[config.mk]
export PLATFORM = sky130hd
export DESIGN_NAME = scp_ctrl_port
export DESIGN_NICKNAME = d
export VERILOG_FILES = /design/src/inc/scp_pkg.sv /design/src/core/scp_filter.sv /design/src/core/scp_ctrl_port.sv
export SDC_FILE = /design/constraint.sdc
export NUM_CORES = 1
export LEC_CHECK = 0
export ABC_AREA = 0
export BUFFER_PORTS_ARGS = -buffer_cell sky130_fd_sc_hd__buf_2
export CAP_MARGIN = 20
export CORE_MARGIN = 2
export CORE_UTILIZATION = 28
export DETAILED_ROUTE_END_ITERATION = 12
export PLACE_DENSITY_LB_ADDON = 0.05
export SETUP_SLACK_MARGIN = 0.5
export SLEW_MARGIN = 20
export SYNTH_ARGS = -nofsm -noshare
export SYNTH_HDL_FRONTEND = slang
export SYNTH_SLANG_ARGS = --single-unit
[constraint.sdc]
create_clock -name CLK -period 2.4 [get_ports CLK]
set_input_delay 0.12 -clock CLK [delete_from_list [all_inputs] [get_ports CLK]]
set_output_delay 0.12 -clock CLK [all_outputs]
set_load 0.005 [all_outputs]
[src/inc/scp_pkg.sv]
/*
  Package for the serial control port: register indices, field positions,
  reset values, address and timing constants.
  Assumes an I2C-style two-wire master outside and a 200 MHz core clock.
*/
// How it works
// - Answer one of two slave addresses; the choosing bit comes from the strapped select pin.
// - Last bit of first byte is direction: one read, zero write.
// - After start, shift eight bits, address then direction, MSB first.
// - On address match pull SDA low at ninth pulse; else release, idle.
// - Second byte loads pointer; pointer steps after each data byte until stop.
// - Stop out of sequence sends the port straight to idle; start sends it straight to address.
// - Invalid subaddress gets no acknowledge and the port returns idle.
// - Read past top register keeps returning top register until master NACKs.
// - Write past top register is discarded, NACKed, and port goes idle.
// - Pointer is write-only; every other register reads and writes.
// - Register zero: standard low two bits, luma next three, chroma top three.
// - Chroma select picks five low-pass cut-offs or two picture-format filters.
// - Register one holds six DAC power-down bits in its low positions.
// - Oversample bit one gives 54 MHz output; zero gives no oversampling.
// - Register two bit zero selects RGB or YUV on the DAC groups.
package scp_pkg;
  localparam logic [7:0] SCP_REG_STD_FILTER = 8'h00;
  localparam logic [7:0] SCP_REG_DAC_OVS = 8'h01;
  localparam logic [7:0] SCP_REG_OUT_CFG = 8'h02;
  localparam logic [7:0] SCP_REG_TOP = 8'h02;
  localparam logic [7:0] SCP_RST_STD_FILTER = 8'h00;
  localparam logic [7:0] SCP_RST_DAC_OVS = 8'h00;
  localparam logic [7:0] SCP_RST_OUT_CFG = 8'h00;
  // Upper five address bits; arbitrary neutral value
  localparam logic [4:0] SCP_ADDR_HIGH = 5'h15;
  localparam int SCP_STD_LSB = 0;
  localparam int SCP_LUMA_LSB = 2;
  localparam int SCP_CHROMA_LSB = 5;
  localparam int SCP_OVS_BIT = 6;
  localparam int SCP_RSVD_BIT = 7;
  localparam int SCP_RGBYUV_BIT = 0;
  localparam int SCP_PTR_TOP_BIT = 7;
  localparam int SCP_FILT_LEN = 4;
  // Strap capture waits this many edges after reset so the pin synchroniser has filled
  localparam logic [1:0] SCP_STRAP_WAIT = 2'h3;
endpackage

[src/core/scp_filter.sv]
/*
  Two-flop synchroniser followed by an all-equal stable filter.
  Assumes the input is asynchronous to CLK.
*/
`timescale 1ns/1ps
module scp_filter #(
  parameter int LEN = 4
) (
  input wire logic clk,
  input wire logic rst,
  input wire logic din,
  output logic dout
);
  typedef struct packed {
    logic meta;
    logic sync;
    logic [LEN-1:0] hist;
    logic out;
  } scp_filt_t;
  scp_filt_t st, next_st;

  // Refuse history lengths the shifter cannot hold
  if (LEN < 2 || LEN > 16) begin : g_bad_len
    $error("scp_filter LEN out of range");
  end

  // Output changes only when the history is all equal, hiding short glitches
  always_comb begin
    next_st = st;
    next_st.meta = din;
    next_st.sync = st.meta;
    next_st.hist = {st.hist[LEN-2:0], st.sync};
    if (&st.hist) begin
      next_st.out = 1'b1;
    end else if (~|st.hist) begin
      next_st.out = 1'b0;
    end
  end

  // Idle bus level is high
  always_ff @(posedge clk) begin
    if (rst) begin
      st <= '{meta: 1'b1, sync: 1'b1, hist: '1, out: 1'b1};
    end else begin
      st <= next_st;
    end
  end

  assign dout = st.out;
endmodule

[src/core/scp_ctrl_port.sv]
/*
  Two-wire slave control port with pointer and mode registers.
  Assumes the master drives SCL; SDA is open drain, resolved outside.
*/
`timescale 1ns/1ps
module scp_ctrl_port #(
  parameter int FILT_LEN = scp_pkg::SCP_FILT_LEN
) (
  input wire logic CLK,
  input wire logic RST,
  input wire logic SCL,
  input wire logic SDA_IN,
  output logic SDA_OUT,
  output logic SDA_OE_N,
  input wire logic ADDRESS_SELECT_PIN,
  output logic [1:0] VIDEO_STANDARD_SELECT,
  output logic [2:0] LUMA_FILTER_SELECT,
  output logic [2:0] CHROMA_FILTER_SELECT,
  output logic [5:0] DAC_POWER_DOWN_BITS,
  output logic OVERSAMPLE_4X_ENABLE,
  output logic RGB_YUV_SELECT,
  output logic BUSY
);
  typedef enum logic [5:0] {
    S_IDLE = 6'b000001,
    S_ADDR = 6'b000010,
    S_ACK = 6'b000100,
    S_RX = 6'b001000,
    S_TX = 6'b010000,
    S_MACK = 6'b100000
  } scp_state_t;

  typedef struct packed {
    scp_state_t fsm;
    logic scl_d;
    logic sda_d;
    logic [7:0] shreg;
    logic [3:0] bitcnt;
    logic rd;
    logic have_ptr;
    logic ack_drive;
    logic drv_low;
    logic [7:0] ptr;
    logic [7:0] r0;
    logic [7:0] r1;
    logic [7:0] r2;
    logic strap;
    logic [1:0] strap_cnt;
    logic [1:0] ssync;
  } scp_st_t;
  scp_st_t st, next_st;

  logic scl_f;
  logic sda_f;
  logic scl_rise;
  logic scl_fall;
  logic start_c;
  logic stop_c;
  logic addr_hit;
  logic [7:0] rd_data;

  // Refuse filter lengths the history shifter cannot hold
  if (FILT_LEN < 2 || FILT_LEN > 16) begin : g_bad_len
    $error("scp_ctrl_port FILT_LEN out of range");
  end

  scp_filter #(.LEN(FILT_LEN)) u_scl (.clk(CLK), .rst(RST), .din(SCL), .dout(scl_f));
  scp_filter #(.LEN(FILT_LEN)) u_sda (.clk(CLK), .rst(RST), .din(SDA_IN), .dout(sda_f));

  // Register read mux; beyond the top the top register is repeated
  function automatic logic [7:0] reg_read(input logic [7:0] idx, input logic [7:0] a,
                                          input logic [7:0] b, input logic [7:0] c);
    logic [7:0] v;
    v = c;
    if (idx == scp_pkg::SCP_REG_STD_FILTER) begin
      v = a;
    end else if (idx == scp_pkg::SCP_REG_DAC_OVS) begin
      v = b;
    end
    return v;
  endfunction

  // Pointer steps but saturates one past the top so reads repeat the top
  function automatic logic [7:0] ptr_step(input logic [7:0] p);
    logic [7:0] n;
    n = p;
    if (p <= scp_pkg::SCP_REG_TOP) begin
      n = p + 8'h01;
    end
    return n;
  endfunction

  // Bus events from the filtered lines
  assign scl_rise = scl_f & ~st.scl_d;
  assign scl_fall = ~scl_f & st.scl_d;
  assign start_c = scl_f & st.scl_d & st.sda_d & ~sda_f;
  assign stop_c = scl_f & st.scl_d & ~st.sda_d & sda_f;
  assign addr_hit = st.shreg[7:3] == scp_pkg::SCP_ADDR_HIGH && st.shreg[2] == 1'b0 &&
                    st.shreg[1] == st.strap;
  assign rd_data = reg_read(st.ptr, st.r0, st.r1, st.r2);

  // Port state machine; everything moves on SCL edges except start and stop
  always_comb begin
    next_st = st;
    next_st.scl_d = scl_f;
    next_st.sda_d = sda_f;
    next_st.ssync = {st.ssync[0], ADDRESS_SELECT_PIN};
    // Strap is caught once, after reset has released and the sync has filled
    // Taking it at the first edge would latch the synchroniser's reset value instead of the pin
    if (st.strap_cnt != scp_pkg::SCP_STRAP_WAIT) begin
      next_st.strap = st.ssync[1];
      next_st.strap_cnt = st.strap_cnt + 2'h1;
    end
    if (start_c) begin
      next_st.fsm = S_ADDR;
      next_st.bitcnt = 4'h0;
      next_st.have_ptr = 1'b0;
      next_st.drv_low = 1'b0;
    end else if (stop_c) begin
      next_st.fsm = S_IDLE;
      next_st.drv_low = 1'b0;
    end else begin
      case (st.fsm)
        S_IDLE: begin
          next_st.drv_low = 1'b0;
        end
        S_ADDR, S_RX: begin
          if (scl_rise) begin
            next_st.shreg = {st.shreg[6:0], sda_f};
            next_st.bitcnt = st.bitcnt + 4'h1;
          end
          if (scl_fall && st.bitcnt == 4'h8) begin
            next_st.bitcnt = 4'h0;
            next_st.ack_drive = 1'b0;
            if (st.fsm == S_ADDR) begin
              if (addr_hit) begin
                next_st.rd = st.shreg[0];
                next_st.ack_drive = 1'b1;
                next_st.drv_low = 1'b1;
                next_st.fsm = S_ACK;
              end else begin
                next_st.fsm = S_IDLE;
              end
            end else if (!st.have_ptr) begin
              if (st.shreg[scp_pkg::SCP_PTR_TOP_BIT] == 1'b0 && st.shreg <= scp_pkg::SCP_REG_TOP) begin
                next_st.ptr = st.shreg;
                next_st.have_ptr = 1'b1;
                next_st.ack_drive = 1'b1;
                next_st.drv_low = 1'b1;
                next_st.fsm = S_ACK;
              end else begin
                next_st.fsm = S_IDLE;
              end
            end else if (st.ptr > scp_pkg::SCP_REG_TOP) begin
              next_st.fsm = S_IDLE;
            end else begin
              if (st.ptr == scp_pkg::SCP_REG_STD_FILTER) begin
                next_st.r0 = st.shreg;
              end else if (st.ptr == scp_pkg::SCP_REG_DAC_OVS) begin
                next_st.r1 = st.shreg;
              end else begin
                next_st.r2 = st.shreg;
              end
              next_st.ptr = ptr_step(st.ptr);
              next_st.ack_drive = 1'b1;
              next_st.drv_low = 1'b1;
              next_st.fsm = S_ACK;
            end
          end
        end
        S_ACK: begin
          // Release at the end of the ninth pulse
          if (scl_fall) begin
            next_st.drv_low = 1'b0;
            next_st.bitcnt = 4'h0;
            if (st.rd) begin
              next_st.fsm = S_TX;
              next_st.shreg = rd_data;
              next_st.drv_low = ~rd_data[7];
              next_st.bitcnt = 4'h1;
            end else begin
              next_st.fsm = S_RX;
            end
          end
        end
        S_TX: begin
          if (scl_fall) begin
            if (st.bitcnt == 4'h8) begin
              next_st.drv_low = 1'b0;
              next_st.ptr = ptr_step(st.ptr);
              next_st.fsm = S_MACK;
            end else begin
              next_st.shreg = {st.shreg[6:0], 1'b0};
              next_st.drv_low = ~st.shreg[6];
              next_st.bitcnt = st.bitcnt + 4'h1;
            end
          end
        end
        S_MACK: begin
          // Master acknowledge sampled on the ninth rising edge
          if (scl_rise) begin
            next_st.rd = ~sda_f;
          end
          if (scl_fall) begin
            if (st.rd) begin
              next_st.shreg = rd_data;
              next_st.drv_low = ~rd_data[7];
              next_st.bitcnt = 4'h1;
              next_st.fsm = S_TX;
            end else begin
              next_st.fsm = S_IDLE;
            end
          end
        end
        default: begin
          next_st.fsm = S_IDLE;
          next_st.drv_low = 1'b0;
        end
      endcase
    end
  end

  // All state, including registers, in one flop bank
  always_ff @(posedge CLK) begin
    if (RST) begin
      st <= '{fsm: S_IDLE, scl_d: 1'b1, sda_d: 1'b1, shreg: 8'h00, bitcnt: 4'h0, rd: 1'b0,
              have_ptr: 1'b0, ack_drive: 1'b0, drv_low: 1'b0, ptr: 8'h00,
              r0: scp_pkg::SCP_RST_STD_FILTER, r1: scp_pkg::SCP_RST_DAC_OVS,
              r2: scp_pkg::SCP_RST_OUT_CFG, strap: 1'b0, strap_cnt: 2'h0, ssync: 2'h0};
    end else begin
      st <= next_st;
    end
  end

  // Open drain: enable low only while pulling SDA down
  assign SDA_OUT = 1'b0;
  assign SDA_OE_N = ~st.drv_low;
  assign VIDEO_STANDARD_SELECT = st.r0[scp_pkg::SCP_STD_LSB +: 2];
  assign LUMA_FILTER_SELECT = st.r0[scp_pkg::SCP_LUMA_LSB +: 3];
  assign CHROMA_FILTER_SELECT = st.r0[scp_pkg::SCP_CHROMA_LSB +: 3];
  assign DAC_POWER_DOWN_BITS = st.r1[5:0];
  assign OVERSAMPLE_4X_ENABLE = st.r1[scp_pkg::SCP_OVS_BIT];
  assign RGB_YUV_SELECT = st.r2[scp_pkg::SCP_RGBYUV_BIT];
  assign BUSY = st.fsm != S_IDLE;
endmodule

---- After elaboration in Yosys (flattened, before gate mapping) ----
Index checks and enable logic that the tools add are counted.
Widths: inputs -> output; s select.
word-level totals
  register bits ........................... 75
  input bits .............................. 5
  output and inout port bits .............. 19
  word-level logic and storage cells ...... 186
operators by class
  add/subtract/negate cells ............... 3
  magnitude comparators ................... 3
  eq/ne operators ......................... 42
  mux-type cells .......................... 64
  bitwise logic cells ..................... 20
  reductions and logical operators ........ 29
operator list
  operator            number
  $mux 34             7
  $mux 12             7
  $mux 11             6
  $mux 8              7
  $pmux 12 s4         1
  $mux 6              7
  $mux 40             1
  $ne 7x7->1 const B  5
  $mux 32             1
  $pmux 6 s5          1
  $ne 2x2->1 const B  14
  $reduce_and 9->1    3
  $mux 24             1
  $reduce_and 8->1    3
  $ne 4x4->1 const B  5
  $le 8x2->1 const B  2
  $mux 16             1
  $pmux 8 s2          1
  $reduce_and 4->1    4
  $not 1->1           13
  $ne 6x6->1 const B  2
  $reduce_and 6->1    2
  $mux 1              10
  $mux 10             1
  33 further kinds    56

---- Logic depth before layout (Yosys ltp) ----
Gate-level depths: netlist of the first run.
  depth in word-level cells ............... 14
  mapped depth ............................ 9
  depth with buffers taken out ............ 8

---- Cells and area by module ----
Synthesis of the first run repeated with hierarchy kept, for this count alone.
second synthesis, totals
  cell total of the unflattened synthesis .. 448
  area, all modules ....................... 3849.9 um^2
modules (own cells, without submodules)
  module         times used  cells an instance  area an instance (um^2)  sequential area each (um^2)
  scp_ctrl_port  1           416                3437.0                   1201.2
  scp_filter     2           16                 206.4                    140.1

---- Worst setup path after synthesis of the first run ----
Ideal clock, no wire load.
  path kind ............................... flip-flop to flip-flop
  from .................................... register st[56] (netlist bit)
  to ...................................... register st[44] (netlist bit)
  setup time .............................. 0.070 ns
  data arrival time ....................... 2.530 ns
  required time ........................... 2.330 ns
  path slack .............................. -0.200 ns
  cell stages (with the launch flop) ...... 8
  buffers on the path ..................... 2
  clock period less this slack ............ 2.600 ns
  cells stage by stage .................... dfxtp_1 -> buf_6 -> or4_4 -> o2111a_2 -> or4_4 -> buf_6 -> or4_1 -> a21oi_1
on the way
  word-level cells in the longest chain between the ends .. 4
  elaborated cells on any way between the ends .. 15
  those cells by class .................... 11 x eq/ne; 1 x mux; 3 x reduce/logical
RTL lines
  item                                                       RTL line              text
  start: declaration                                         scp_ctrl_port.sv:51   scp_st_t st, next_st;
  start signal: assignment                                   scp_ctrl_port.sv:226  st <= '{fsm: S_IDLE, scl_d: 1'b1, sda_d: 1'b1, shreg: 8'h00, bitcnt: 4'h0, rd: 1'b0,
  start signal: assignment                                   scp_ctrl_port.sv:231  st <= next_st;
  $eq 6x2->1 or $eq 6x4->1 (tied branches)                   scp_ctrl_port.sv:123  case (st.fsm)
  $reduce_or 2->1                                            scp_ctrl_port.sv:123
  $ne 3x3->1 (no line) or $reduce_bool 4->1 (tied branches)  -
  $reduce_and 8->1 (no line)                                 -
Parallel ways exist; a longest one is shown, timed or not.
A chain may end at the register's enable or synchronous reset.

---- Final worst setup path of the first run ----
  from .................................... register st[60] (netlist bit)
  to ...................................... register st[44] (netlist bit)
The elaborated chain is that of the path after synthesis.

==> run summary, run 1 <==
The flow ran to the end, and the final reports show no timing, DRC or antenna violations. Setup repair after global routing could not meet its margin everywhere. After detailed placement, the design holds a cell count of 631.

Among all stages on the critical path, the largest delay is contributed by sky130_fd_sc_hd__or4_4. The critical path goes through or4_4 > o2111a_2 > or4_4 > or4_1 > a21oi_1. Static timing analysis puts the maximum clock frequency at 450 MHz. The wire length of the first global-routing pass came out at 16,500 µm. Global routing consumed, over all layers together, 14.9% of the routing resources. The number of instances in the synthesized netlist came out at 434. The number of antenna violations at the first check in global routing is 0.

Counting distinct cell types in the post-synthesis netlist gives 58. The net switching fraction of the power is 22.4%. For this configuration, the core starts out at a cell density of 28.4%. The slew at the pin closest to its max-slew limit is 0.514 ns. In this run the worst path has a maximum fanout of 4. The final cell count without fillers is 664.

The max-capacitance violation count is 0. The HPWL after detailed placement is 7240 µm. For this design the ratio of total power to cell area is 544 mW/mm². The critical path's largest stage delay is 0.56 ns. In this run the remaining antenna-violating nets after routing total 0. The shortest period the worst path allows is 2.22 ns. The part of the total power dissipated in sequential elements is 45.8%.

The die area is 0.0143 mm². Yosys mapped a number of flops with a built-in enable equal to 0. Synthesis inferred 74 register bits. For this design the total switching power over the nets is 613 µW. The count of final setup violators is 0. The total number of clock tree sinks came out at 74.

The via count of the first global-routing pass was 3,087. The number of hold violations in the final report is 0. The final weighted congestion in routability-driven placement is 0.808. The required time of the worst setup path is 2.67 ns. The total grt overflow is 0. The cell that appears most often on the critical path is sky130_fd_sc_hd__or4_4. The kind of end point of the critical path is a flip-flop. The count of synthesis-stage warnings from yosys is 0.

Leaving out fill and tap cells, the most frequent cell in the layout is sky130_fd_sc_hd__dfxtp_1. The number of DRC violations after detailed routing came out at 0. TritonCTS built the clock tree. The first TritonRoute pass finished after 6 iterations. Each instance of the synthesized netlist takes up on average 8.60 µm². The clock transition time at the flip-flop clock pins of the worst setup and hold paths came out at 0.06 ns. The number of max-slew violations in the final report is 0. The number of buffers and inverters on the critical path is 0.

The die outline width came out at 119 µm. Leaving out fill and tap cells, the most frequent cells in the layout are 62 x sky130_fd_sc_hd__dfxtp_1, 52 x sky130_fd_sc_hd__nor2_1, 39 x sky130_fd_sc_hd__buf_4, 31 x sky130_fd_sc_hd__nand2_1, 29 x sky130_fd_sc_hd__mux2i_1. The netlist area before placement came out at 0.00373 mm².

The share of async-settable or async-resettable flops after synthesis came out at 0%. The clock arrives with 0.00802 ns of skew. In the finished design, the share of the clock period the worst path needs comes to 92.6%. The maximum number of pins on one net before global-route repair came out at 31.

STA classifies the critical path startpoint as a flip-flop. The number of placed I/O pins is 24. The overall routed net length is 10,100 µm. The clock latency at the later pin of the worst-skew pair came out at 0.34 ns. The internal portion of the total power is 2130 µW. The kind of cell with the highest combined delay on the critical path is simple AND/OR/NAND/NOR gates. Cells with a size suffix above 1 make up 35.7% of the layout. The worst-case IR drop observed on VDD is 0.380 mV. The area growth from synthesis to layout is 35.0%.

The fraction of power consumed by combinational cells came out at 3.9%. The post-route setup TNS came out at 0 ns. The y dimension of the die came out at 119 µm.

The detailed router's first-iteration violation count came out at 110. The standby leakage power is 0.00200 µW. The per-cell routed wire length came out at 15.2 µm. Buffers inserted during clock tree synthesis total 9.

The post-layout net count is 495. The cell chosen for the clock root is sky130_fd_sc_hd__clkbuf_16. The maximum count of clock buffers along a single path is 2. The final antenna diode count came out at 0. The filler cells instantiated in the layout total 1,394. Headroom to the max-slew limit came out at 65.7%. In this run the standard cell core region covers 0.0131 mm².

For this run, the leading register cell type out of synthesis is sky130_fd_sc_hd__dfxtp_1. In this run the worst hold path is classified as in2reg. The synthesized net count came out at 446. The number of rows in the core area came out at 42. The total via count after detailed routing came out at 3,242. The setup path with the least slack is of type reg2reg. The maximum level of the CTS H-tree is 3. The register area share after synthesis is 39.7%.

The via count normalized by instance count is 4.88. The count of input and output buffers is 22. The data arrival time of the worst path came out at 2.50 ns. The part of the total power dissipated in the clock network came out at 50.3%.
routing by layer:
layer	vias up	track usage (%)	part of all wire (%)
met5	-	0	0
met4	0	7.57	2.8
met3	16	2.68	2.5
met2	43	21.7	44
met1	1558	20.9	50
li1	1625	-	-
final cells by class:
type / instances / area [µm²] / area share (%)
clock buffer: 10 / 239 / 4.74
clock inverter: 6 / 66.3 / 1.32
timing repair buffer: 74 / 572 / 11.4
tap: 176 / 220 / 4.37
inverter: 8 / 30.0 / 0.596
sequential: 74 / 1500 / 29.8
multi-input combinational: 316 / 2410 / 47.8
cells in the mapped netlist, drive strengths merged (3+ instances only):
cell	instances	share of area, %
o22ai	3	0.50
buf	21	4.3
nor2b	7	1.2
a311oi	8	1.9
or2	16	2.7
nand2	32	3.2
a21oi	21	2.8
a2111oi	3	0.70
a31oi	6	1.0
nor3	6	0.94
ha	7	2.3
or4	5	1.2
nand2b	5	0.84
or3	4	0.67
inv	8	0.80
o21bai	3	0.60
clkbuf	15	1.5
dfxtp	74	40
nand3	11	1.5
a211oi	12	2.4
nor2	61	6.1
and2	15	2.5
o21ai	11	1.5
and3	3	0.50
xor2	7	1.6
nor3b	3	0.60
mux2i	29	7.8
nor4	4	1.0
nand4	4	0.67
per-stage QoR:
| stage | worst slack (ns) | power, µW | utilization [%] | hold slack (ns) | cell area, µm² |
|---|---|---|---|---|---|
| 2_1_floorplan | 0.00476 | 1340 | - | 0.224 | 3900 |
| 3_3_place_gp | 0.0692 | 1370 | 32.6 | 0.305 | 4280 |
| 3_5_place_dp | 0.0372 | 1380 | 32.6 | 0.309 | 4280 |
| 4_1_cts | 0.171 | 2780 | 37.1 | 0.0827 | 4870 |
| 5_1_grt | 0.122 | 2860 | 38.3 | 0.134 | 5040 |
| 6_report | 0.177 | 2740 | 38.3 | 0.0837 | 5040 |
state kept, by name (all words and copies together), names as in the netlist, 2 cells and up:
name                   flops
st                        43
DAC_POWER_DOWN_BITS        6
u_scl.next_st              5
u_sda.next_st              5
CHROMA_FILTER_SELECT       3
LUMA_FILTER_SELECT         3
VIDEO_STANDARD_SELECT      2
power by group through the flow:
stage | registers (µW) | clock network (µW) | logic (µW)
finish | 1260 | 1380 | 108
global route | 1260 | 1480 | 120
CTS | 1250 | 1420 | 108
detailed placement | 1280 | 0 | 92.9
global placement | 1280 | 0 | 91.5
floorplan | 1280 | 0 | 63.9
cells by family (layout without fill, tap and decap cells):
logic type | count (synthesis) | in the layout | share of synthesized area, %
compound gates | 84 | 84 | 15.4
flops | 74 | 74 | 39.7
mux | 30 | 30 | 8.08
xor+xnor | 9 | 9 | 2.11
buf+inv | 44 | 98 | 6.57
fa+ha+maj | 7 | 7 | 2.35
simple gates | 185 | 185 | 25.7
other cells | 1 | 1 | 0.101
final timing paths:
| path | from | end | slack, ns | cells after the start |
|---|---|---|---|---|
| setup reg to reg | st[60] | st[44] | 0.18 | 5 |
| hold / removal | RST | st[56] | 0.08 | 2 |
| setup / recovery | st[60] | st[44] | 0.18 | 5 |
| hold reg to reg | u_sda.next_st[1] | u_sda.next_st[2] | 0.41 | 1 |
repair_timing:
item | 4_1_cts | 5_1_grt
setup endpoints to repair | 53 | 53
cloned | 0 | 0
pin swaps | 9 | 12
endpoints found under the hold margin | 3 | 0
hold buffers | 3 | 0
resized for setup | 46 | 31
buffers inserted | 10 | 4
No activity file was read; power rests on OpenSTA's default activity.
==> inputs of run 2 (changes only) <==
--- a/config.mk
+++ b/config.mk
@@ -6,7 +6,7 @@
 export NUM_CORES = 1
 export LEC_CHECK = 0
 export ABC_AREA = 0
-export BUFFER_PORTS_ARGS = -buffer_cell sky130_fd_sc_hd__buf_2
+export BUFFER_PORTS_ARGS = -buffer_cell sky130_fd_sc_hd__buf_4
 export CAP_MARGIN = 20
 export CORE_MARGIN = 2
 export CORE_UTILIZATION = 28
==> run 2 against run 1 <==
Compared with the run above:
- clock skew grew 0.0023 ns
- critical path type unchanged
- core utilization grew 0.28 points
- combinational power grew 5%
- count of clock-buffer cells in the layout grew 1
- total power grew 0.32%
- critical path depth is the same
- sequential share of layout area shrank 0.19 points
- sequential power is essentially flat
==> run summary, run 2 (synthesis results as in run 1) <==
The y dimension of the die is 119 µm (unchanged). The required time of the worst setup path is 2.68 ns (about the same). The via count normalized by instance count is 4.89 (+0.12%). The post-layout net count is 504 (+1.8%). The total grt overflow is 0 (unchanged). The worst setup slack for register-to-register paths is 0.15 ns (-0.03 ns).

The per-cell routed wire length was 15.7 µm (+2.9%). The origin of the critical flop-to-flop path is st[58]. The number of placed I/O pins came out at 24 (unchanged). The clock buffer count from CTS was 9 (unchanged). The cell sitting at the root of the clock tree is a sky130_fd_sc_hd__clkbuf_16. The number of flip-flops in the largest register is 43 (unchanged). The TritonCTS clock tree is yes.

The core area was 0.0131 mm² (unchanged). The count of final setup violators came out at 0 (unchanged). The slew at the pin closest to its max-slew limit is 0.632 ns (+0.118 ns). The HPWL after detailed placement is 7230 µm (-0.12%).

The number of DRC violations after detailed routing is 0 (unchanged). The number of max-slew violations in the final report is 0 (unchanged). The die outline width is 119 µm (unchanged).

The starting density of the core came to 28.4% (unchanged). The final cell count without fillers is 673 (+1.4%). The top cell types in the final layout, fill and taps aside, are 69 x sky130_fd_sc_hd__buf_4, 63 x sky130_fd_sc_hd__dfxtp_1, 58 x sky130_fd_sc_hd__nor2_1, 29 x sky130_fd_sc_hd__nand2_1, 29 x sky130_fd_sc_hd__mux2i_1. The die area is 0.0143 mm² (unchanged). The standby leakage power came out at 0.00200 µW (-0.13%).

The wire length of the first global-routing pass is 17,000 µm (+3.0%). The remaining number of nets flagged by the antenna check after routing was 0 (unchanged). The post-route setup TNS came to 0 ns (unchanged). The final weighted congestion in routability-driven placement is 0.809 (about the same). The final antenna diode count came out at 0 (unchanged).

The maximum level of the CTS H-tree is 3 (unchanged). The global-route usage over all layers came out at 15.4% (+0.54 points). The data arrival time of the worst path is 2.53 ns (+0.03 ns). The maximum count of clock buffers along a single path was 2 (unchanged). The count of cells along the worst register-to-register path came out at 5 (unchanged). The shortest period the worst path allows came out at 2.25 ns (+0.0309 ns). The overall power of the completed layout came out at 2750 µW (+0.32%). The flow ran to the end, and the final reports show no timing, DRC or antenna violations.

The highest ir drop seen on vdd came out at 0.360 mV (-5.4%). The number of antenna violations at the first check in global routing is 0 (unchanged). The max-capacitance violation count is 0 (unchanged). The number of hold violations in the final report is 0 (unchanged). The via count of the first global-routing pass is 3,172 (+2.8%).

The total via count after detailed routing is 3,290 (+1.5%). The count of input and output buffers came out at 22 (unchanged). The ratio of final minimum period to clock period is 93.9% (+1.3 points). The maximum number of pins on one net before global-route repair is 40 (+29%). The startpoint of the worst setup timing path is st[58]. Setup repair after global routing could not meet its margin everywhere. The number of fillers in the final layout is 1,368 (-1.9%).

The worst slew margin relative to its limit came out at 57.7% (-8.0 points). The overall routed net length is 10,500 µm (+4.3%). STA classifies the critical path startpoint as a flip-flop. The number of iterations in the first detailed-routing pass is 4 (-2). The worst setup path is of the reg2reg kind. The area growth from synthesis to layout is 36.0%.

The detailed router's first-iteration violation count is 162 (+47%). The worst min-delay path class is in2reg. The total number of clock tree sinks came out at 74 (unchanged). The fmax is 444 MHz (-1.4%). The clock transition time at the flip-flop clock pins of the worst setup and hold paths came out at 0.06 ns (about the same). The cell count after placement came out at 632 (+0.16%). The kind of end point of the critical path is a flip-flop. The most common cell after layout, fill and taps aside is sky130_fd_sc_hd__buf_4. The largest register by flop count is st.

The proportion of layout cells with a drive suffix above 1 is 34.6% (-1.0 points). The clock latency at the later pin of the worst-skew pair came to 0.35 ns (about the same). For hold timing, the worst endpoint is st[40].

The peak fanout along the critical path is 5 (+1). The number of rows in the core area is 42 (unchanged). The cell area power density is 542 mW/mm² (-0.39%). The final setup skew is 0.0104 ns (+0.00234 ns). The worst register-to-register path ends at st[44]. In this run the most critical hold path is launched from RST.

The number of instances on the worst hold path came out at 2 (unchanged).
[run 2: changes by cell type in the layout (fill, tap and decap cells not counted), moves of 3 or more]
cell,change
sky130_fd_sc_hd__buf_4,+30
sky130_fd_sc_hd__buf_2,-22
sky130_fd_sc_hd__a211oi_1,+7
sky130_fd_sc_hd__a211oi_2,-7
sky130_fd_sc_hd__nor2_1,+6
sky130_fd_sc_hd__nor2_2,-5
sky130_fd_sc_hd__a21oi_1,-3
sky130_fd_sc_hd__a21oi_2,+3
sky130_fd_sc_hd__nand2_2,+3
[run 2: cell type report]
cell class / count / area (µm²) / share of cell area (%)
clock buffer: 11 / 243 / 4.78
clock inverter: 5 / 53.8 / 1.06
sequential: 74 / 1500 / 29.6
inverter: 8 / 30.0 / 0.592
tap: 176 / 220 / 4.34
multi-input combinational: 316 / 2330 / 46.0
timing repair buffer: 83 / 689 / 13.6
[run 2: critical path, cell delays in order, from the launching register on]
cell	delay, ns
sky130_fd_sc_hd__dfxtp_4	0.35
sky130_fd_sc_hd__or4_4	0.55
sky130_fd_sc_hd__o2111a_2	0.29
sky130_fd_sc_hd__or4_4	0.46
sky130_fd_sc_hd__or4_1	0.41
sky130_fd_sc_hd__a21oi_1	0.13
[run 2: worst max-delay path by stage]
stage / endpoint / slack, ns / cells past startpoint
global route: st[44] / 0.08 / 5
CTS: st[36] / 0.14 / 6
global placement: st[34] / 0.06 / 6
detailed placement: st[36] / 0.03 / 6
floorplan: st[44] / 0.005 / 7
finish: st[44] / 0.15 / 5
[run 2: layer usage]
metal / part of all wire (%) / global-route usage [%] / vias to the layer above
met5: 0 / 0 / -
met4: 2.6 / 8.09 / 0
met1: 50 / 21.1 / 1573
met2: 45 / 23.0 / 47
li1: - / - / 1651
met3: 2.7 / 2.78 / 19
[run 2: metrics by stage]
stage	util, %	hold slack [ns]	setup slack (ns)	cell area (µm²)
5_1_grt	38.6	0.168	0.0816	5070
3_5_place_dp	33.0	0.308	0.0298	4330
6_report	38.6	0.121	0.146	5070
2_1_floorplan	-	0.224	0.00476	3900
4_1_cts	37.5	0.114	0.139	4930
3_3_place_gp	33.0	0.308	0.0572	4330
[run 2: power by group]
group | leakage, µW | switching (µW) | internal (µW)
Sequential | 0.000604 | 11.6 | 1240
Combinational | 0.00125 | 59.2 | 53.6
Clock | 0.000149 | 552 | 830
[run 2: what timing repair did]
action / 4_1_cts / 5_1_grt
resized for setup: 41 / 21
hold endpoints to repair: 3 / 0
hold buffers: 3 / 0
endpoints found under the setup margin: 52 / 53
cloned: 0 / 0
pin swaps: 20 / 15
setup buffers: 16 / 6
